$ cat src/rtl/ccl_pkg.sv
package ccl_pkg;

	// register indices; byte address is four times the index
	localparam logic [19:0] IDX_PERIPHERAL_CLOCK_GATES = 20'hF00F0;
	localparam logic [19:0] IDX_COMPARATOR_MODE_SETTING = 20'hFFF60;
	localparam logic [19:0] IDX_COMPARATOR_FILTER_CONTROL = 20'hFFF61;
	localparam logic [19:0] IDX_COMPARATOR_OUTPUT_CONTROL = 20'hFFF62;

	// values after reset
	localparam logic [7:0] RST_PERIPHERAL_CLOCK_GATES = 8'h00;
	localparam logic [7:0] RST_COMPARATOR_MODE_SETTING = 8'h00;
	localparam logic [7:0] RST_COMPARATOR_FILTER_CONTROL = 8'h00;
	localparam logic [7:0] RST_COMPARATOR_OUTPUT_CONTROL = 8'h00;

	// writable bits; reserved bits read as zero
	localparam logic [7:0] MASK_PERIPHERAL_CLOCK_GATES = 8'hF5;
	localparam logic [7:0] MASK_COMPARATOR_MODE_SETTING = 8'h05;
	localparam logic [7:0] MASK_COMPARATOR_FILTER_CONTROL = 8'h0F;
	localparam logic [7:0] MASK_COMPARATOR_OUTPUT_CONTROL = 8'h87;

	// field positions
	localparam int POS_COMPARATOR_CLOCK_GATE = 5;
	localparam int POS_COMPARE_OPERATION_ENABLE = 0;
	localparam int POS_REFERENCE_SOURCE_SELECT = 2;
	localparam int POS_COMPARE_MONITOR_FLAG = 3;
	localparam int POS_FILTER_CLOCK_SELECT_LO = 0;
	localparam int POS_FILTER_CLOCK_SELECT_HI = 1;
	localparam int POS_EDGE_POLARITY_SELECT = 2;
	localparam int POS_BOTH_EDGE_SELECT = 3;
	localparam int POS_COMPARE_IRQ_ENABLE = 0;
	localparam int POS_RESULT_PIN_OUTPUT_ENABLE = 1;
	localparam int POS_RESULT_PIN_POLARITY = 2;
	localparam int POS_RESPONSE_SPEED_SELECT = 7;

	// filter clock field codes
	localparam logic [1:0] SYSTEM_CLOCK_OFF = 2'h0;
	localparam logic [1:0] SYSTEM_CLOCK_DIV1 = 2'h1;
	localparam logic [1:0] SYSTEM_CLOCK_DIV8 = 2'h2;
	localparam logic [1:0] SYSTEM_CLOCK_DIV32 = 2'h3;

	// divider terminal counts and matching samples
	localparam logic [4:0] DIV8_LAST = 5'h07;
	localparam logic [4:0] DIV32_LAST = 5'h1F;
	localparam int MATCH_SAMPLES = 3;

	localparam logic [1:0] HTRANS_NONSEQ = 2'h2;
	localparam logic HRESP_OKAY = 1'b0;

endpackage

$ cat src/rtl/ccl_noise_filter.sv
`timescale 1ns/1ps
`default_nettype none

module ccl_noise_filter (
	input wire logic hclk,
	input wire logic hresetn,
	input wire logic clear,
	input wire logic [1:0] clk_sel,
	input wire logic level_in,
	output logic sample_tick,
	output logic filtered_out
);

	logic [4:0] div_q;
	logic [4:0] div_d;
	logic [ccl_pkg::MATCH_SAMPLES-1:0] samp_q;
	logic [ccl_pkg::MATCH_SAMPLES-1:0] samp_d;
	logic out_q;
	logic out_d;
	logic all_same;
	logic filt_on;

	assign filt_on = clk_sel != ccl_pkg::SYSTEM_CLOCK_OFF;
	// sampling clock as an enable pulse: every cycle, every 8th, every 32nd
	assign sample_tick = (clk_sel == ccl_pkg::SYSTEM_CLOCK_DIV1) ||
		((clk_sel == ccl_pkg::SYSTEM_CLOCK_DIV8) && (div_q[2:0] == ccl_pkg::DIV8_LAST[2:0])) ||
		((clk_sel == ccl_pkg::SYSTEM_CLOCK_DIV32) && (div_q == ccl_pkg::DIV32_LAST));
	assign div_d = clear ? 5'h00 : div_q + 5'h01;
	assign all_same = (samp_q == {ccl_pkg::MATCH_SAMPLES{1'b1}}) || (samp_q == '0);
	// while off the samples track the input so enabling starts from a settled state
	assign samp_d = (!filt_on || sample_tick) ? {samp_q[ccl_pkg::MATCH_SAMPLES-2:0], level_in} : samp_q;
	assign out_d = !filt_on ? level_in :
		(sample_tick && all_same) ? samp_q[0] : out_q;
	assign filtered_out = out_q;

	always_ff @(posedge hclk or negedge hresetn) begin
		if (!hresetn) begin
			div_q <= 5'h00;
			samp_q <= '0;
			out_q <= 1'b0;
		end else if (clear) begin
			div_q <= 5'h00;
			samp_q <= '0;
			out_q <= 1'b0;
		end else begin
			div_q <= div_d;
			samp_q <= samp_d;
			out_q <= out_d;
		end
	end
endmodule

`default_nettype wire

$ cat src/rtl/ccl_top.sv
// Added by the designer: the AHB-Lite register port.
`timescale 1ns/1ps
`default_nettype none

// Summary of operation
// - gate bit low holds comparator in reset, clears and locks its registers
// - mode register bit 3 reads the comparison result, read only
// - monitor flag means something only while operation is enabled
// - reference select: 0 external pin, 1 internal reference
// - mode bit 0 enables comparator operation
// - filter accepts a level after three identical consecutive samples
// - filter clock field: off, undivided, divide by 8, divide by 32
// - edge select: rising, falling, or both when both-edge bit set
// - output control bit 7 selects low or high response speed
// - result pin polarity bit inverts the result when set
// - result pin output enable drives the result onto the pin
// - interrupt enable bit gates the interrupt request
// - selected effective edge of the comparator output raises the request
// - all four registers reset to zero
// - filter output changes at the sampling edge after three matches
module ccl_top (
	input wire logic hclk,
	input wire logic hresetn,
	input wire logic hsel,
	input wire logic [31:0] haddr,
	input wire logic [1:0] htrans,
	input wire logic hwrite,
	input wire logic [2:0] hsize,
	input wire logic [31:0] hwdata,
	input wire logic hready,
	output logic hreadyout,
	output logic hresp,
	output logic [31:0] hrdata,
	input wire logic comparator_raw,
	output logic comparator_reset_n,
	output logic compare_operation_enable,
	output logic reference_source_select,
	output logic response_speed_select,
	output logic result_output_pin,
	output logic result_output_pin_oe,
	output logic compare_irq_request
);

	// ---- bus slave: zero wait states, always OKAY
	logic addr_ok;
	logic rd_accept;
	logic wr_accept;
	logic [19:0] addr_idx;
	logic wr_pend_q;
	logic [19:0] wr_idx_q;
	logic [31:0] hrdata_q;
	logic [31:0] rd_next;
	logic [7:0] wdat;

	// registers
	logic [7:0] per_q;
	logic [7:0] per_d;
	logic [7:0] mode_q;
	logic [7:0] mode_d;
	logic [7:0] filt_q;
	logic [7:0] filt_d;
	logic [7:0] outc_q;
	logic [7:0] outc_d;
	logic gate_on;
	logic wr_per;
	logic wr_mode;
	logic wr_filt;
	logic wr_outc;

	// comparator path
	logic raw_meta_q;
	logic raw_sync_q;
	logic filt_level;
	logic filt_on;
	logic level;
	logic level_prev_q;
	logic rise;
	logic fall;
	logic edge_hit;
	logic monitor;
	logic irq_q;
	logic pin_q;
	logic [7:0] mode_rd;

	assign addr_ok = hsel && hready && (htrans == ccl_pkg::HTRANS_NONSEQ || htrans == 2'h3);
	assign rd_accept = addr_ok && !hwrite;
	assign wr_accept = addr_ok && hwrite;
	// upper address bits beyond the index field must be zero to hit a register
	assign addr_idx = (haddr[31:22] == 10'h000) ? haddr[21:2] : 20'h00000;
	assign wdat = hwdata[7:0];

	always_ff @(posedge hclk or negedge hresetn) begin
		if (!hresetn) begin
			wr_pend_q <= 1'b0;
			wr_idx_q <= 20'h00000;
		end else begin
			wr_pend_q <= wr_accept;
			wr_idx_q <= addr_idx;
		end
	end

	// ---- register writes in the data phase
	assign gate_on = per_q[ccl_pkg::POS_COMPARATOR_CLOCK_GATE];
	assign wr_per = wr_pend_q && (wr_idx_q == ccl_pkg::IDX_PERIPHERAL_CLOCK_GATES);
	assign wr_mode = wr_pend_q && (wr_idx_q == ccl_pkg::IDX_COMPARATOR_MODE_SETTING);
	assign wr_filt = wr_pend_q && (wr_idx_q == ccl_pkg::IDX_COMPARATOR_FILTER_CONTROL);
	assign wr_outc = wr_pend_q && (wr_idx_q == ccl_pkg::IDX_COMPARATOR_OUTPUT_CONTROL);

	// reserved bits are masked off so a stray one never sticks
	assign per_d = wr_per ? (wdat & ccl_pkg::MASK_PERIPHERAL_CLOCK_GATES) : per_q;
	// gate low: registers pinned to reset value, writes dropped
	assign mode_d = !gate_on ? ccl_pkg::RST_COMPARATOR_MODE_SETTING :
		wr_mode ? (wdat & ccl_pkg::MASK_COMPARATOR_MODE_SETTING) : mode_q;
	assign filt_d = !gate_on ? ccl_pkg::RST_COMPARATOR_FILTER_CONTROL :
		wr_filt ? (wdat & ccl_pkg::MASK_COMPARATOR_FILTER_CONTROL) : filt_q;
	assign outc_d = !gate_on ? ccl_pkg::RST_COMPARATOR_OUTPUT_CONTROL :
		wr_outc ? (wdat & ccl_pkg::MASK_COMPARATOR_OUTPUT_CONTROL) : outc_q;

	always_ff @(posedge hclk or negedge hresetn) begin
		if (!hresetn) begin
			per_q <= ccl_pkg::RST_PERIPHERAL_CLOCK_GATES;
			mode_q <= ccl_pkg::RST_COMPARATOR_MODE_SETTING;
			filt_q <= ccl_pkg::RST_COMPARATOR_FILTER_CONTROL;
			outc_q <= ccl_pkg::RST_COMPARATOR_OUTPUT_CONTROL;
		end else begin
			per_q <= per_d;
			mode_q <= mode_d;
			filt_q <= filt_d;
			outc_q <= outc_d;
		end
	end

	// ---- read data; uses next values so a read right after a write sees it
	// disabled comparator reads the monitor as zero rather than stale data
	assign monitor = mode_d[ccl_pkg::POS_COMPARE_OPERATION_ENABLE] && raw_sync_q;
	assign mode_rd = {mode_d[7:4], monitor, mode_d[2:0]};
	assign rd_next = (addr_idx == ccl_pkg::IDX_PERIPHERAL_CLOCK_GATES) ? {24'h000000, per_d} :
		(addr_idx == ccl_pkg::IDX_COMPARATOR_MODE_SETTING) ? {24'h000000, mode_rd} :
		(addr_idx == ccl_pkg::IDX_COMPARATOR_FILTER_CONTROL) ? {24'h000000, filt_d} :
		(addr_idx == ccl_pkg::IDX_COMPARATOR_OUTPUT_CONTROL) ? {24'h000000, outc_d} :
		32'h00000000;

	always_ff @(posedge hclk or negedge hresetn) begin
		if (!hresetn) begin
			hrdata_q <= 32'h00000000;
		end else if (rd_accept) begin
			hrdata_q <= rd_next;
		end
	end

	assign hrdata = hrdata_q;
	assign hreadyout = 1'b1;
	assign hresp = ccl_pkg::HRESP_OKAY;

	// ---- analog controls straight from register bits
	assign comparator_reset_n = gate_on;
	assign compare_operation_enable = mode_q[ccl_pkg::POS_COMPARE_OPERATION_ENABLE];
	assign reference_source_select = mode_q[ccl_pkg::POS_REFERENCE_SOURCE_SELECT];
	assign response_speed_select = outc_q[ccl_pkg::POS_RESPONSE_SPEED_SELECT];

	// ---- comparator output: synchroniser, filter, edge detector
	always_ff @(posedge hclk or negedge hresetn) begin
		if (!hresetn) begin
			raw_meta_q <= 1'b0;
			raw_sync_q <= 1'b0;
		end else begin
			raw_meta_q <= comparator_raw;
			raw_sync_q <= raw_meta_q;
		end
	end

	ccl_noise_filter u_filter (
		.hclk(hclk),
		.hresetn(hresetn),
		.clear(!gate_on),
		.clk_sel(filt_q[ccl_pkg::POS_FILTER_CLOCK_SELECT_HI:ccl_pkg::POS_FILTER_CLOCK_SELECT_LO]),
		.level_in(raw_sync_q),
		.sample_tick(),
		.filtered_out(filt_level)
	);

	assign filt_on = filt_q[ccl_pkg::POS_FILTER_CLOCK_SELECT_HI:ccl_pkg::POS_FILTER_CLOCK_SELECT_LO]
		!= ccl_pkg::SYSTEM_CLOCK_OFF;
	// bypass uses the synchronised level directly, saving the filter's cycle
	assign level = filt_on ? filt_level : raw_sync_q;
	assign rise = level && !level_prev_q;
	assign fall = !level && level_prev_q;
	assign edge_hit = filt_q[ccl_pkg::POS_BOTH_EDGE_SELECT] ? (rise || fall) :
		(filt_q[ccl_pkg::POS_EDGE_POLARITY_SELECT] ? fall : rise);

	always_ff @(posedge hclk or negedge hresetn) begin
		if (!hresetn) begin
			level_prev_q <= 1'b0;
			irq_q <= 1'b0;
			pin_q <= 1'b0;
		end else begin
			level_prev_q <= level;
			// one pulse per qualifying edge, only while operating and enabled
			irq_q <= edge_hit && mode_q[ccl_pkg::POS_COMPARE_OPERATION_ENABLE] &&
				outc_q[ccl_pkg::POS_COMPARE_IRQ_ENABLE];
			pin_q <= outc_q[ccl_pkg::POS_RESULT_PIN_OUTPUT_ENABLE] &&
				(level ^ outc_q[ccl_pkg::POS_RESULT_PIN_POLARITY]);
		end
	end

	assign compare_irq_request = irq_q;
	assign result_output_pin = pin_q;
	assign result_output_pin_oe = outc_q[ccl_pkg::POS_RESULT_PIN_OUTPUT_ENABLE];
endmodule

`default_nettype wire

$ cat config.mk
export PLATFORM = sky130hd
export DESIGN_NAME = ccl_top
export DESIGN_NICKNAME = d
export VERILOG_FILES = /design/src/rtl/ccl_pkg.sv /design/src/rtl/ccl_noise_filter.sv /design/src/rtl/ccl_top.sv
export SDC_FILE = /design/constraint.sdc
export NUM_CORES = 1
export LEC_CHECK = 0
export CAP_MARGIN = 15
export CORE_ASPECT_RATIO = 1.75
export CORE_MARGIN = 2
export CORE_UTILIZATION = 25
export CTS_CLUSTER_SIZE = 14
export DETAILED_ROUTE_END_ITERATION = 16
export DONT_BUFFER_PORTS = 1
export PLACE_DENSITY = 0.35
export SYNTH_ARGS = -nofsm -noshare
export SYNTH_HDL_FRONTEND = slang
export SYNTH_HIERARCHICAL = 1
export SYNTH_SLANG_ARGS = --single-unit
export TNS_END_PERCENT = 20
$ cat constraint.sdc
create_clock -name hclk -period 3.25 [get_ports hclk]
set_clock_uncertainty 0.1 [all_clocks]
set_input_delay 0.1625 -clock hclk [delete_from_list [all_inputs] [get_ports hclk]]
set_output_delay 0.1625 -clock hclk [all_outputs]
set_load 0.02 [all_outputs]
# Word-level counts from Yosys, hierarchy flattened
# Cells that the tools add are included.
# W data, S select, Z words.
# word_totals
ff_bits	98
word_cells	86
# op_classes
addsub	1
n_eq_ne	18
muxes	21
bitwise_logic	1
n_reduce_logical	30
# op_table
operator	count
$eq A20 B20 Y1 const B	8
$mux W8	11
$mux W20	1
$logic_and A1 B1 Y1	17
$logic_not A10 Y1	1
$eq A2 B2 Y1 const B	4
$eq A3 B3 Y1 const B	2
$logic_or A1 B1 Y1	6
$mux W1	6
$mux W3	2
$add A5 B1 Y5 const B	1
$eq A5 B5 Y1 const B	1
$mux W5	1
$logic_not A1 Y1	4
$logic_not A3 Y1	1
$ne A3 B2 Y1 const B	1
$eq A2 B1 Y1 const B	1
$ne A2 B1 Y1 const B	1
$reduce_bool A2 Y1	1
$xor A1 B1 Y1	1

# Depth between registers and ports, before layout
# depth
word_depth	8
depth_mapped	7
ltp_nobuf	7

# By module
# The synthesis kept the hierarchy.
# by_module_without_submodules
mod	instances	cells_per_inst	area_each_um2	seq_area_each_um2
ccl_top	1	278	3118.0	1626.6
ccl_noise_filter	1	40	456.7	225.2

# Worst setup path before layout
# OpenSTA, ideal clock, no wires.
# synth_path
kind	register to register
startpoint	reg wr_idx_q[10]
endpoint	reg hrdata_q[0] (netlist: hrdata[0])
setup_time_ns	0.130
t_arrival_ns	2.023
setup_slack_ns	0.996
path_stages_with_launch	8
synth_period_minus_slack_ns	2.254
path_cell_list	dfrtp_1 > or4b_1 > nor4_1 > and3_1 > buf_6 > mux2_2 > a22oi_1 > o21ai_0
# synth_lines
item	line	text
start: declaration	ccl_top.sv:50	logic [19:0] wr_idx_q;
start signal: assignment	ccl_top.sv:98	wr_idx_q <= addr_idx;
$eq A20 B20 Y1	ccl_top.sv:104	assign wr_per = wr_pend_q && (wr_idx_q == ccl_pkg::IDX_PERIPHERAL_CLOCK_GATES);
$logic_and A1 B1 Y1	ccl_top.sv:104	
$mux W8	ccl_top.sv:110	assign per_d = wr_per ? (wdat & ccl_pkg::MASK_PERIPHERAL_CLOCK_GATES) : per_q;
named net per_d[0]	ccl_top.sv:57	logic [7:0] per_d;
$mux W8	ccl_top.sv:137	assign rd_next = (addr_idx == ccl_pkg::IDX_PERIPHERAL_CLOCK_GATES) ? {24'h000000, per_d} :
end signal: assignment	ccl_top.sv:147	hrdata_q <= rd_next;
end: declaration	ccl_top.sv:51	logic [31:0] hrdata_q;
# The timed path passes the listed nets, and every way through them passes these cells. The select of a mux whose other input is x is not followed.
# A chain may end at the register's enable or synchronous reset.

# Worst setup path in the final report
# Same ends and word-level chain as after synthesis.

==> metrics.txt <==
Req. time, crit path around 3.4 ns; WP buf/inv 0; first-pass GRT wire length 14400 um; Max Slew Vio Count 0; Syn Inst Count 318; Main synth FF type dfrtp_1; Post-synth ARST share 100%; n_diodes 0; Psw 488 uW; hold_buf cts 32; number of max-cap violations 0; Final Core Density between 30% and 40%; largest net degree at the start of global routing 75; outcome complete, no violations; DR WL/cell between 15 and 20 um; Post-DP HPWL 6830 um; cell-internal power 1.67 mW; CTS tree built; Hold Startpoint hwdata[3]; Worst path top cell family by delay simple AND/OR/NAND/NOR gates; Area Growth Syn to Fin 22.0%; cts bufs inserted 9; Max clock buf depth 2; clock sinks 74; crit path cell chain or4b_1 -> nor4_1 -> and3_1 -> mux2_2 -> a22oi_1 -> o21ai_0; DRC 0; post-route clock period utilization 83.5%; worst slew pin tran 0.723 ns; Synth cell types 61; Worst-path clk slew about 0.060 ns; worst slack, placed slightly below 0.5 ns; setup TNS 0 ns; core box area ~14000 sq um; clock network power share 49.5%; crit path max-delay cell type or4b_1; Logic pwr share 5.5%; sequential cell area fraction in the yosys report between 50% and 60%; routability cong. 0.709; fmax between 300 and 400 MHz; Syn Area/Cell 11.2 sq um; Post CTS Setup Buffer Count 0; DRT Pass-1 Iters 3; Register-to-Register Path Depth 6; fraction of layout instances using a drive strength above 1 15.4%; Min-Delay Path Class in2reg; Congestion Overflow GR 0; Ports 116; Final min period 2.72 ns; Worst Hold Depth 2; Net Sw Frac 22.6%; vias in the first global route 2583; Non-Filler Instances 541; P_leak 2.01 nW; Worst-Skew Late Latency 0.33 ns; number of flops mapped to enable cells by yosys 0; Setup crit start kind register; PD cells 496 nW/um^2; Die H 162 um; largest fanout on the critical path 7; Yosys reg bits 74; post-CTS sizing 0; total number of vias 2426; Initial Util 25.7%; DR iter-0 viols 58; final setup vio count 0; CTS root buf clkbuf_16; Crit Path Class reg2reg; Reg power frac 45.0%; Ys Warns 6; Die Area 15300 sq um; worst path arrival time around 2.8 ns; Die Wd 94.4 um; Core Rows 57; setup slack, reg-to-reg between 0.5 and 0.6 ns; CP peak stage delay 0.54 ns; port buffer count 0; Peak VDD IR between 0.2 and 0.25 mV; Vias/cell 4.48; H-Tree Depth 3; post-synth design cell area 3570 sq um; Max transition margin 51.8%; unrepaired setup endpoints after global routing no; final WL between 9000 and 10000 um; gr usage total roughly an eighth; Hold Vio Cnt, Final 0; initial antenna violation count 0; placed insts 494; Worst setup EP type register; final setup margin 0.535 ns; # nets final 440; Post-DRT Antenna Nets 0; Crit Reg-Reg Startpoint wr_idx_q[10]; WHS Endpoint filt_q[3]; RR Endpoint hrdata[0]
==> Yosys cell counts, types with 3 or more instances <==
master    instances  area [sq um]
nor4_1            3          18.8
a22oi_1           3          22.5
o21ai_0           3          15.0
a221oi_1          5          43.8
and3_1           13          81.3
nor2_1           17          63.8
ha_1              5          62.6
or4_4             3          33.8
and2_1           25           156
mux2i_1          12           120
nand3_1           8          40.0
a211oi_1          3          22.5
nand4b_1          5          43.8
a21oi_1           3          15.0
inv_1            11          41.3
nor3_1            6          30.0
nand2b_1          3          18.8
clkbuf_1          3          11.3
and3_2            3          22.5
mux2_2            8          90.1
nand4_1           4          25.0
buf_4            27           203
nand2_1          18          67.6
nor2b_1           7          43.8
dfrtp_1          74          1850
and2_2            3          22.5
==> worst max-delay path by stage <==
stage                end  depth (start not counted)    startpoint
5_1_grt        hrdata[0]                          6  wr_idx_q[10]
4_1_cts        hrdata[0]                          6  wr_idx_q[10]
2_1_floorplan  hrdata[0]                          7  wr_idx_q[10]
3_3_place_gp   hrdata[3]                          6   wr_idx_q[4]
3_5_place_dp   hrdata[0]                          6  wr_idx_q[10]
6_report       hrdata[0]                          6  wr_idx_q[10]
==> layout make-up <==
class	instances	area (sq um)
clock buffer	10	239
clock inverter	5	78.8
fill	1469	9550
inverter	11	41.3
multi-input combinational	224	1530
sequential	74	1850
tap	177	221
timing repair buffer	40	398
==> cells in the final DEF, fill, tap and decap left out, types with 4 or more instances in the layout <==
cell,count
nand4_1,4
and3_1,13
nor2_1,17
nand3_1,8
clkbuf_16,9
dlygate4sd3_1,31
nand4b_1,5
buf_4,8
nor3_1,6
a221oi_1,5
dfrtp_1,74
nand2_1,18
mux2i_1,12
ha_1,5
mux2_2,8
inv_1,11
conb_1,26
and2_1,25
nor2b_1,7
==> worst reg2reg max path: cells and delay by family (launching register included) <==
family,cells,cell delay (ns)
AOI/OAI and AO/OA,2,0.25
DFF,1,0.39
muxes,1,0.40
and+or+nand+nor,3,1.45
==> routing by layer <==
layer | up-vias | track usage, % | part of all wire, %
li1 | 1157 | - | -
met1 | 1192 | 14.5 | 37
met2 | 65 | 23.1 | 56
met3 | 12 | 3.29 | 4.4
met4 | 0 | 5.01 | 1.8
met5 | - | 0 | 0
==> metrics by stage <==
stage                     hold WS, ns  instance area, sq um  total power [mW]
final                          0.0197                  4360              2.16
after global routing          0.00922                  4360              2.27
after CTS                     0.00935                  4360              2.20
after detailed placement       -0.228                  3700              1.06
after global placement         -0.229                  3700              1.06
after floorplan                -0.233                  3660              1.06
==> power by group through the flow <==
stage                     Clock [mW]  Combinational (mW)  Sequential, mW
final                           1.07               0.119           0.972
after global routing            1.16               0.134           0.973
after CTS                       1.11               0.122           0.973
after detailed placement           0              0.0671           0.990
after global placement             0              0.0665           0.990
after floorplan                    0              0.0824           0.981
==> registers in the layout, summed over array words and instances, names as in the netlist <==
name	cells
per_q	8
raw_sync_q	1
wr_pend_q	1
outc_q	8
compare_irq_request	1
u_filter/div_q	5
level_prev_q	1
u_filter/samp_q	3
result_output_pin	1
u_filter/filtered_out	1
wr_idx_q	20
filt_q	8
raw_meta_q	1
mode_q	7
hrdata	8
==> kinds of logic after synthesis <==
family                   share of synthesized area [%]
XOR/XNOR                                         0.490
multiplexers                                      5.88
AO/OA/AOI/OAI                                     7.49
flip-flops                                        51.8
AND/OR/NAND/NOR                                   24.5
buffers and inverters                             7.91
other                                            0.210
adder cells (fa/ha/maj)                           1.75
No activity file was read; power rests on OpenSTA's default activity.
